==> src/logic/lsmov_pkg.sv <==
// package for the literal and store move execution block
// assumes a 14-bit instruction word presented with a one-cycle valid strobe
package lsmov_pkg;
	localparam int LSMOV_IW      = 14;
	localparam int LSMOV_PTR_W   = 16;
	localparam int LSMOV_BANK_W  = 5;
	localparam int LSMOV_PAGE_W  = 7;
	localparam int LSMOV_FADDR_W = 7;
	localparam int LSMOV_OFS_W   = 6;
	// opcode patterns, match after masking
	localparam logic [13:0] LSMOV_MASK_BANK = 14'h3FE0;
	localparam logic [13:0] LSMOV_CODE_BANK = 14'h0020;
	localparam logic [13:0] LSMOV_MASK_PAGE = 14'h3F80;
	localparam logic [13:0] LSMOV_CODE_PAGE = 14'h3180;
	// bits 9:8 of the literal load are don't-care; page pattern wins first
	localparam logic [13:0] LSMOV_MASK_LIT  = 14'h3C00;
	localparam logic [13:0] LSMOV_CODE_LIT  = 14'h3000;
	localparam logic [13:0] LSMOV_MASK_STF  = 14'h3F80;
	localparam logic [13:0] LSMOV_CODE_STF  = 14'h0080;
	localparam logic [13:0] LSMOV_MASK_STI  = 14'h3FF8;
	localparam logic [13:0] LSMOV_CODE_STI  = 14'h0018;
	localparam logic [13:0] LSMOV_MASK_STK  = 14'h3F80;
	localparam logic [13:0] LSMOV_CODE_STK  = 14'h3F80;
	// field positions, bank limit and pointer constants
	localparam int LSMOV_STI_N_BIT = 2;
	localparam int LSMOV_STK_N_BIT = 6;
	localparam int LSMOV_BANK_MAX  = 15;
	localparam logic [LSMOV_PTR_W-1:0] LSMOV_PTR_ONE = 16'h0001;
	localparam logic [LSMOV_PTR_W-1:0] LSMOV_PTR_RST = 16'h0000;

	typedef enum logic [1:0] {
		LSMOV_PRE_INC  = 2'b00,
		LSMOV_PRE_DEC  = 2'b01,
		LSMOV_POST_INC = 2'b10,
		LSMOV_POST_DEC = 2'b11
	} lsmov_mode_t;

	typedef enum logic [2:0] {
		LSMOV_OP_NONE = 3'b000,
		LSMOV_OP_BANK = 3'b001,
		LSMOV_OP_PAGE = 3'b010,
		LSMOV_OP_LIT  = 3'b011,
		LSMOV_OP_STF  = 3'b100,
		LSMOV_OP_STI  = 3'b101,
		LSMOV_OP_STK  = 3'b110
	} lsmov_op_t;

	// one data memory write request
	typedef struct packed {
		logic                   en;
		logic [LSMOV_PTR_W-1:0] addr;
		logic [7:0]             data;
		logic                   direct;
	} lsmov_wr_t;
endpackage

==> src/logic/lsmov_exec.sv <==
// execution of literal loads and working-register stores
// assumes the core supplies one raw instruction word per cycle, synchronous
`timescale 1ns/1ps
`default_nettype none
module lsmov_exec
	import lsmov_pkg::*;
(
	// clock and reset
	input  wire logic                    i_clock,
	input  wire logic                    i_rst,
	// instruction stream
	input  wire logic                    i_valid,
	input  wire logic [LSMOV_IW-1:0]     i_instr,
	// status flags from the core
	input  wire logic [2:0]              i_status,
	// architectural state
	output logic [LSMOV_BANK_W-1:0]      o_bank_select_reg,
	output logic [LSMOV_PAGE_W-1:0]      o_program_counter_high_latch,
	output logic [7:0]                   o_acc,
	output logic [LSMOV_PTR_W-1:0]       o_pointer_reg0,
	output logic [LSMOV_PTR_W-1:0]       o_pointer_reg1,
	output logic [2:0]                   o_status,
	// data memory write
	output lsmov_wr_t                    o_wr,
	output logic                         o_done
);
	lsmov_op_t                op;
	logic                     sel;
	lsmov_mode_t              mode;
	logic [LSMOV_PTR_W-1:0]   ptr;
	logic [LSMOV_PTR_W-1:0]   ptr_inc;
	logic [LSMOV_PTR_W-1:0]   ptr_dec;
	logic [LSMOV_PTR_W-1:0]   next_ptr;
	logic [LSMOV_PTR_W-1:0]   eff_addr;
	logic [LSMOV_PTR_W-1:0]   ofs_ext;

	// operand field widths inside the instruction word
	localparam int LSMOV_BANK_LIT_W = 4;
	localparam int LSMOV_LIT_W      = 8;
	localparam int LSMOV_MODE_W     = 2;

	// decode; literal load matches on upper bits only
	always_comb begin
		op = LSMOV_OP_NONE;
		if (i_valid) begin
			if ((i_instr & LSMOV_MASK_STK) == LSMOV_CODE_STK)
				op = LSMOV_OP_STK;
			else if ((i_instr & LSMOV_MASK_PAGE) == LSMOV_CODE_PAGE)
				op = LSMOV_OP_PAGE;
			else if ((i_instr & LSMOV_MASK_LIT) == LSMOV_CODE_LIT)
				op = LSMOV_OP_LIT;
			else if ((i_instr & LSMOV_MASK_BANK) == LSMOV_CODE_BANK)
				op = LSMOV_OP_BANK;
			else if ((i_instr & LSMOV_MASK_STF) == LSMOV_CODE_STF)
				op = LSMOV_OP_STF;
			else if ((i_instr & LSMOV_MASK_STI) == LSMOV_CODE_STI)
				op = LSMOV_OP_STI;
		end
	end

	// pointer choice and address arithmetic
	always_comb begin
		sel = (op == LSMOV_OP_STK) ? i_instr[LSMOV_STK_N_BIT]
			: i_instr[LSMOV_STI_N_BIT];
		mode = lsmov_mode_t'(i_instr[LSMOV_MODE_W-1:0]);
		ptr = sel ? o_pointer_reg1 : o_pointer_reg0;
		// 16-bit adds drop the carry, giving the wrap
		ptr_inc = ptr + LSMOV_PTR_ONE;
		ptr_dec = ptr - LSMOV_PTR_ONE;
		ofs_ext = {{(LSMOV_PTR_W-LSMOV_OFS_W){i_instr[LSMOV_OFS_W-1]}},
			i_instr[LSMOV_OFS_W-1:0]};
		next_ptr = ptr;
		eff_addr = ptr;
		if (op == LSMOV_OP_STK) begin
			eff_addr = ptr + ofs_ext;
		end else begin
			case (mode)
				LSMOV_PRE_INC: begin
					next_ptr = ptr_inc;
					eff_addr = ptr_inc;
				end
				LSMOV_PRE_DEC: begin
					next_ptr = ptr_dec;
					eff_addr = ptr_dec;
				end
				LSMOV_POST_INC: begin
					next_ptr = ptr_inc;
					eff_addr = ptr;
				end
				LSMOV_POST_DEC: begin
					next_ptr = ptr_dec;
					eff_addr = ptr;
				end
				default: begin
					next_ptr = ptr;
					eff_addr = ptr;
				end
			endcase
		end
	end

	// bank select register; literal limited to 0..15
	always_ff @(posedge i_clock or posedge i_rst) begin
		if (i_rst)
			o_bank_select_reg <= '0;
		else if (op == LSMOV_OP_BANK)
			o_bank_select_reg <= {{(LSMOV_BANK_W-LSMOV_BANK_LIT_W){1'b0}},
				i_instr[LSMOV_BANK_LIT_W-1:0]};
	end

	always_ff @(posedge i_clock or posedge i_rst) begin
		if (i_rst)
			o_program_counter_high_latch <= '0;
		else if (op == LSMOV_OP_PAGE)
			o_program_counter_high_latch <=
				i_instr[LSMOV_PAGE_W-1:0];
	end

	always_ff @(posedge i_clock or posedge i_rst) begin
		if (i_rst)
			o_acc <= '0;
		else if (op == LSMOV_OP_LIT)
			o_acc <= i_instr[LSMOV_LIT_W-1:0];
	end

	// relative form leaves the pointer alone
	always_ff @(posedge i_clock or posedge i_rst) begin
		if (i_rst) begin
			o_pointer_reg0 <= LSMOV_PTR_RST;
			o_pointer_reg1 <= LSMOV_PTR_RST;
		end else if (op == LSMOV_OP_STI) begin
			if (sel)
				o_pointer_reg1 <= next_ptr;
			else
				o_pointer_reg0 <= next_ptr;
		end
	end

	// flags pass through; nothing here computes them
	always_ff @(posedge i_clock or posedge i_rst) begin
		if (i_rst)
			o_status <= '0;
		else
			o_status <= i_status;
	end

	// write port: file address or pointed address, never the port itself
	always_ff @(posedge i_clock or posedge i_rst) begin
		if (i_rst) begin
			o_wr <= '0;
		end else begin
			o_wr.en <= (op == LSMOV_OP_STF) || (op == LSMOV_OP_STI)
				|| (op == LSMOV_OP_STK);
			o_wr.data <= o_acc;
			o_wr.direct <= (op == LSMOV_OP_STF);
			if (op == LSMOV_OP_STF)
				o_wr.addr <= {{(LSMOV_PTR_W-LSMOV_FADDR_W){1'b0}},
					i_instr[LSMOV_FADDR_W-1:0]};
			else
				o_wr.addr <= eff_addr;
		end
	end

	always_ff @(posedge i_clock or posedge i_rst) begin
		if (i_rst)
			o_done <= 1'b0;
		else
			o_done <= (op != LSMOV_OP_NONE);
	end
endmodule
`default_nettype wire

==> config.mk <==
export PLATFORM = sky130hd
export DESIGN_NAME = lsmov_exec
export DESIGN_NICKNAME = d
export VERILOG_FILES = /design/src/logic/lsmov_pkg.sv /design/src/logic/lsmov_exec.sv
export SDC_FILE = /design/constraint.sdc
export NUM_CORES = 1
export LEC_CHECK = 0
export BUFFER_PORTS_ARGS = -buffer_cell sky130_fd_sc_hd__buf_2
export CAP_MARGIN = 40
export CORE_MARGIN = 1
export CORE_UTILIZATION = 60
export CTS_CLUSTER_DIAMETER = 200
export DETAILED_ROUTE_END_ITERATION = 10
export PLACE_DENSITY = 0.86
export SLEW_MARGIN = 25
export SYNTH_ARGS = -nofsm -noshare
export SYNTH_HDL_FRONTEND = slang
export SYNTH_SLANG_ARGS = --single-unit
==> constraint.sdc <==
create_clock -name i_clock -period 4.6 [get_ports i_clock]
set_clock_uncertainty 0.2 [all_clocks]
set_input_delay 0.92 -clock i_clock [delete_from_list [all_inputs] [get_ports i_clock]]
set_output_delay 0.92 -clock i_clock [all_outputs]
set_load 0.02 [all_outputs]
Word level (Yosys, flattened, before mapping)
Index checks and enable logic that the tools add are counted.
{ "op_classes": {"add_sub_neg": 3, "n_eq_ne": 15, "n_mux": 14, "bitwise_logic": 1, "reduce_logical": 9} }
{ "op_table": {"columns": ["operator", "count"], "rows": [
  ["16-bit two-way mux", 4],
  ["16-bit case mux with 3 select lines", 1],
  ["16-bit case mux with 2 select lines", 1],
  ["3-bit two-way mux", 7],
  ["16-bit by 1-bit adder with 16-bit output, second input constant", 1],
  ["16-bit adder", 1],
  ["16-bit by 1-bit subtractor with 16-bit output, second input constant", 1],
  ["7-bit equality test, second input constant", 2],
  ["11-bit by 2-bit equality test with 1-bit output, second input constant", 1],
  ["3-bit equality test, second input constant", 3],
  ["9-bit by 1-bit equality test with 1-bit output, second input constant", 1],
  ["7-bit by 1-bit equality test with 1-bit output, second input constant", 1],
  ["3-bit by 2-bit equality test with 1-bit output, second input constant", 2],
  ["2-bit OR reduction", 3],
  ["2-bit equality test, second input constant", 2],
  ["4-bit equality test, second input constant", 1],
  ["2-bit AND reduction", 2],
  ["3-bit by 1-bit equality test with 1-bit output, second input constant", 1],
  ["3-bit nonzero test", 1],
  ["2-bit by 1-bit equality test with 1-bit output, second input constant", 1],
  ["2-bit zero test", 1],
  ["1-bit logical OR", 2],
  ["1-bit two-way mux", 1],
  ["1-bit NOT", 1]
]} }
{ "word_totals": {"ff_bits": 81, "input_bits": 20, "out_inout_bits": 82, "wordCells": 53} }

Longest topological paths before layout
{ "depth": {"word_depth": 15, "ltp_mapped": 19} }

Worst setup path before layout
No wires, ideal clock.
{ "synth_path": {"path_type": "input-to-reg", "startpoint": "input port i_valid", "endpoint": "register o_wr[24] (netlist bit)", "arrival_time_ns": 4.295, "setup_slack_ns": -0.032, "stages": 17, "path_buffers": 3, "path_cell_list": "buf_2 > inv_2 > o31a_1 > nor2_2 > buf_4 > buf_2 > mux2i_1 > inv_1 > ha_1 > a21o_1 > a221oi_1 > o311ai_1 > a21o_1 > a21o_1 > a31oi_1 > xnor2_1 > o211ai_1"} }
{ "synth_via": {"elab_chain_len": 8, "word_cells_on_any_way": 11, "classes_between": "3 x add/sub; 2 x eq/ne; 6 x mux"} }
{ "synth_lines": {"columns": ["item", "line", "text"], "rows": [
  ["start, declared", "lsmov_exec.sv:12", "input wire logic i_valid,"],
  ["3-bit two-way mux *", "lsmov_exec.sv:45", "if (i_valid) begin"],
  ["3-bit equality test", "lsmov_exec.sv:63, lsmov_exec.sv:74", null],
  ["1-bit two-way mux", "lsmov_exec.sv:63", "sel = (op == LSMOV_OP_STK) ? i_instr[LSMOV_STK_N_BIT]"],
  ["16-bit two-way mux", "lsmov_exec.sv:66", "ptr = sel ? o_pointer_reg1 : o_pointer_reg0;"],
  ["16-bit by 1-bit subtractor with 16-bit output / 16-bit by 1-bit adder with 16-bit output (equally long branches)", "lsmov_exec.sv:69, lsmov_exec.sv:68", null],
  ["16-bit case mux with 3 select lines", "lsmov_exec.sv:77", "case (mode)"],
  ["16-bit two-way mux", "lsmov_exec.sv:74", "if (op == LSMOV_OP_STK) begin"],
  ["16-bit two-way mux *", "lsmov_exec.sv:156", "if (op == LSMOV_OP_STF)"],
  ["end, declared", "lsmov_exec.sv:24", "output lsmov_wr_t o_wr,"]
]} }
Every way passes the cells marked *; elsewhere a longest branch is shown, timed or not.
A chain may end at the register's enable or synchronous reset.

Worst setup path in the final report
{ "layout_path": {"startpoint": "input port i_instr[7]", "endpoint": "register o_wr[24] (netlist bit)"} }
{ "layout_via": {"elab_chain_len": 15, "word_cells_on_any_way": 22, "classes_between": "3 x add/sub; 7 x eq/ne; 12 x mux"} }
{ "layout_lines": {"columns": ["item", "line", "text"], "rows": [
  ["start, declared", "lsmov_exec.sv:13", "input wire logic [LSMOV_IW-1:0] i_instr,"],
  ["11-bit by 2-bit equality test with 1-bit output", "lsmov_exec.sv:56", "else if ((i_instr & LSMOV_MASK_STI) == LSMOV_CODE_STI)"],
  ["3-bit two-way mux", "lsmov_exec.sv:56", null],
  ["3-bit two-way mux", "lsmov_exec.sv:54", "else if ((i_instr & LSMOV_MASK_STF) == LSMOV_CODE_STF)"],
  ["3-bit two-way mux", "lsmov_exec.sv:52", "else if ((i_instr & LSMOV_MASK_BANK) == LSMOV_CODE_BANK)"],
  ["3-bit two-way mux", "lsmov_exec.sv:50", "else if ((i_instr & LSMOV_MASK_LIT) == LSMOV_CODE_LIT)"],
  ["3-bit two-way mux", "lsmov_exec.sv:48", "else if ((i_instr & LSMOV_MASK_PAGE) == LSMOV_CODE_PAGE)"],
  ["3-bit two-way mux *", "lsmov_exec.sv:46", "if ((i_instr & LSMOV_MASK_STK) == LSMOV_CODE_STK)"],
  ["3-bit two-way mux *", "lsmov_exec.sv:45", null],
  ["3-bit equality test", "lsmov_exec.sv:63, lsmov_exec.sv:74", null],
  ["1-bit two-way mux", "lsmov_exec.sv:63", null],
  ["16-bit two-way mux", "lsmov_exec.sv:66", null],
  ["16-bit by 1-bit subtractor with 16-bit output / 16-bit by 1-bit adder with 16-bit output (equally long branches)", "lsmov_exec.sv:69, lsmov_exec.sv:68", null],
  ["16-bit case mux with 3 select lines", "lsmov_exec.sv:77", null],
  ["16-bit two-way mux", "lsmov_exec.sv:74", null],
  ["16-bit two-way mux *", "lsmov_exec.sv:156", null]
]} }
Marks and branches as above.

==> results.md <==
- Post-Route WL: 14.4 mm
- Critical Path RT: 4610 ps
- RSZ-0062 raised after global routing: false
- Pwr Total: approximately 1.7 mW
- Chip width: 93.8 um
- Reg2reg end: o_wr[24]
- Post-synth EDFFs: 0
- Max-Cap Viols: 0
- Synth unique cells: between 60 and 70
- Crit path launch type: primary input
- Synth async-reset ratio: 100%
- Worst-Margin Slew: 644 ps
- Yosys warnings: 0
- End of the worst hold path: o_wr[7]
- Vias: 4659
- Inst Count DP: 739
- Final setup viols: 0
- Final HPWL DP: 10.8 mm
- Min Clock Period, post-route: about 4400 ps
- Starting Density: between 60% and 70%
- Clk_lat worst skew: 350 ps
- WHS Path Cells: 0
- Drt pass-1 iters: 6
- Vias in the first global route: 4492
- Slowest stage delay, CP: ~340 ps
- Gr ovfl total: 0
- Critical Path End Type: register
- Period utilization: 95.5%
- Ratio of cells with drive above 1 in the final layout: a little under a third
- Util after Layout: between 70 and 80%
- Setup WS post-layout: 209 ps
- H-tree depth: 3
- Top reg by flops: o_wr
- Placement Setup Slack: -89.3 ps
- DRT antenna net count: 0
- Final hold viol count: 0
- Syn_nets: 560
- N_diodes: 0
- FF-to-FF setup slack: 1380 ps
- Syn avg cell area: 9.68 um2
- Cells after synthesis: 522
- Vias/cell: 6.16
- TritonCTS clock tree: done
- Core area: 8180 um2
- DRC violations left: 0
- Worst-path cell chain: buf_2 -> and4_1 -> and4_1 -> nor2_2 -> buf_4 -> buf_4 -> mux2i_1 -> inv_1 -> ha_1 -> a21oi_1 -> a2bb2oi_1 -> o311ai_1 -> a21o_1 -> a21o_1 -> a31oi_1 -> xnor2_1 -> o211ai_1
- CP Buf/Inv Count: 4
- Maximum clock insertion buffer count: 2
- Power Dens Cells: 276 nW/um2
- First-pass GRT wire length: 23.3 mm
- Root buffer cell: clkbuf_8
- Worst path top cell family by delay: compound AO/OA/AOI/OAI gates
- Die footprint: 8790 um2
- Initial detailed-routing violation count: 396
- Peak VDD IR: 0.151 mV
- Cts hold-fix bufs: 0
- Resize count post-CTS: 0
- Net count, final: 685
- Routed wire per std cell: 19.0 um
- Worst-path clk slew: around 80 ps
- CP Class: primary input to register
- R2R depth: 13
- Die Y-Extent: 93.8 um
- Row Count: 33
- HP Class: register to register
- Layout Cells excl Fill: 756
- Area delta synth->final: 20.1%
- Yosys reg bits: between 80 and 90
- Port bufs: 100
- Initial antenna violation count: 0
- Largest regs: o_wr x26, o_pointer_reg0 x16, o_pointer_reg1 x16
- Worst r2r src: o_pointer_reg0[2]
- Worst hold start: o_acc[6]
- Setup Buffers After CTS: 0
- Rel. slew slack: 56.9%
- Register area share after synthesis: approximately two fifths
- Top FF cell, synth: dfrtp_1
- Cts bufs inserted: 9
- Clock Sinks: 81
- Critical path's slowest cell: ha_1
- WP data arrival: 4400 ps
- Worst-path fanout max: 7
- Max reg flops: 26
- Pins Over Slew Limit: 0
- Leak pwr: between 3 and 4 nW
- Synthesized area: 5050 um2
- Fmax: 228 MHz
- Pin count of the biggest net entering global routing: 46
- IO Pins: 102
- Gp weighted congestion: 0.964
- Status: completed
- GRT Util Overall: 34.7%
-- layout by cell type, fill, tap and decap left out, types with 11 or more instances in the layout --
cell type,instances
inv_1,19
a21o_1,11
buf_2,100
ha_1,17
nand3_1,20
o21ai_0,24
nor3_1,18
xnor2_1,33
nor2_1,37
nand2_1,41
buf_4,32
dfrtp_1,81
mux2_2,41
a21oi_1,23
mux2i_1,15
-- layout make-up --
class,instances,area [um2]
inverter,23,87.6
tap,105,131
multi-input combinational,398,2850
timing repair buffer,134,763
fill,622,2110
clock buffer,12,145
sequential,81,2030
clock inverter,3,65.1
-- metrics by stage --
step	hold WS, ps	cell area, um2	setup TNS [ps]
3_5_place_dp	184	5840	-89.3
5_1_grt	220	6070	0
3_3_place_gp	170	5840	0
6_report	202	6070	0
2_1_floorplan	307	5050	0
4_1_cts	202	6050	0
-- metal layers --
metal	vias up	global-route usage (%)	wire, um
li1	2149	-	-
met1	2218	47.4	6150
met2	254	53.2	6680
met3	38	7.85	1160
met4	0	13.8	409
met5	-	0	0
-- cell usage after synthesis, drive strengths merged (3+ instances only) --
cell type / n / area share (%)
a22oi: 6 / 0.89
dfrtp: 81 / 40
nor2: 39 / 3.0
a31oi: 6 / 0.74
ha: 17 / 4.2
buf: 10 / 1.1
clkbuf: 10 / 0.74
o21a: 3 / 0.45
nand3: 20 / 2.0
a21oi: 24 / 2.5
xnor2: 33 / 5.7
a222oi: 3 / 0.59
o211ai: 5 / 0.84
mux2: 43 / 9.6
or3: 9 / 1.1
nand4: 9 / 1.2
o21ai: 32 / 3.2
nor4: 5 / 0.92
mux2i: 18 / 3.7
o31ai: 4 / 0.69
nand2: 42 / 3.2
inv: 23 / 1.7
and2: 3 / 0.37
o22ai: 4 / 0.50
nor3: 19 / 2.0
xor2: 7 / 1.2
a21o: 11 / 1.6
and3: 9 / 1.1
-- cell families (layout without fill, tap and decap cells) --
group	count (synthesis)	after routing	synth area share (%)
and+or+nand+nor	166	166	16.6
AOI/OAI and AO/OA	112	112	14.8
xor gates and xnor gates	40	40	6.94
buffers and inverters	43	172	3.54
other	1	1	0.0742
DFF	81	81	40.1
muxes	61	61	13.3
adders and majority gates	18	18	4.61
-- how the worst max path moves through the flow --
| stage | from | end | slack (ps) | depth (start not counted) |
|---|---|---|---|---|
| 3_3_place_gp | i_instr[7] | o_wr[24] | 130 | 17 |
| 3_5_place_dp | i_instr[7] | o_wr[24] | -90 | 17 |
| 2_1_floorplan | i_valid | o_wr[24] | 30 | 17 |
| 6_report | i_instr[7] | o_wr[24] | 210 | 17 |
| 4_1_cts | i_instr[7] | o_wr[24] | 270 | 17 |
| 5_1_grt | i_instr[7] | o_wr[24] | 40 | 17 |
-- power breakdown --
group	internal (mW)	switching, mW	leakage, nW
logic	0.115	0.204	2.01
clock network	0.317	0.247	0.106
registers	0.767	0.0266	1.07
(Power assumes the default switching activity.)
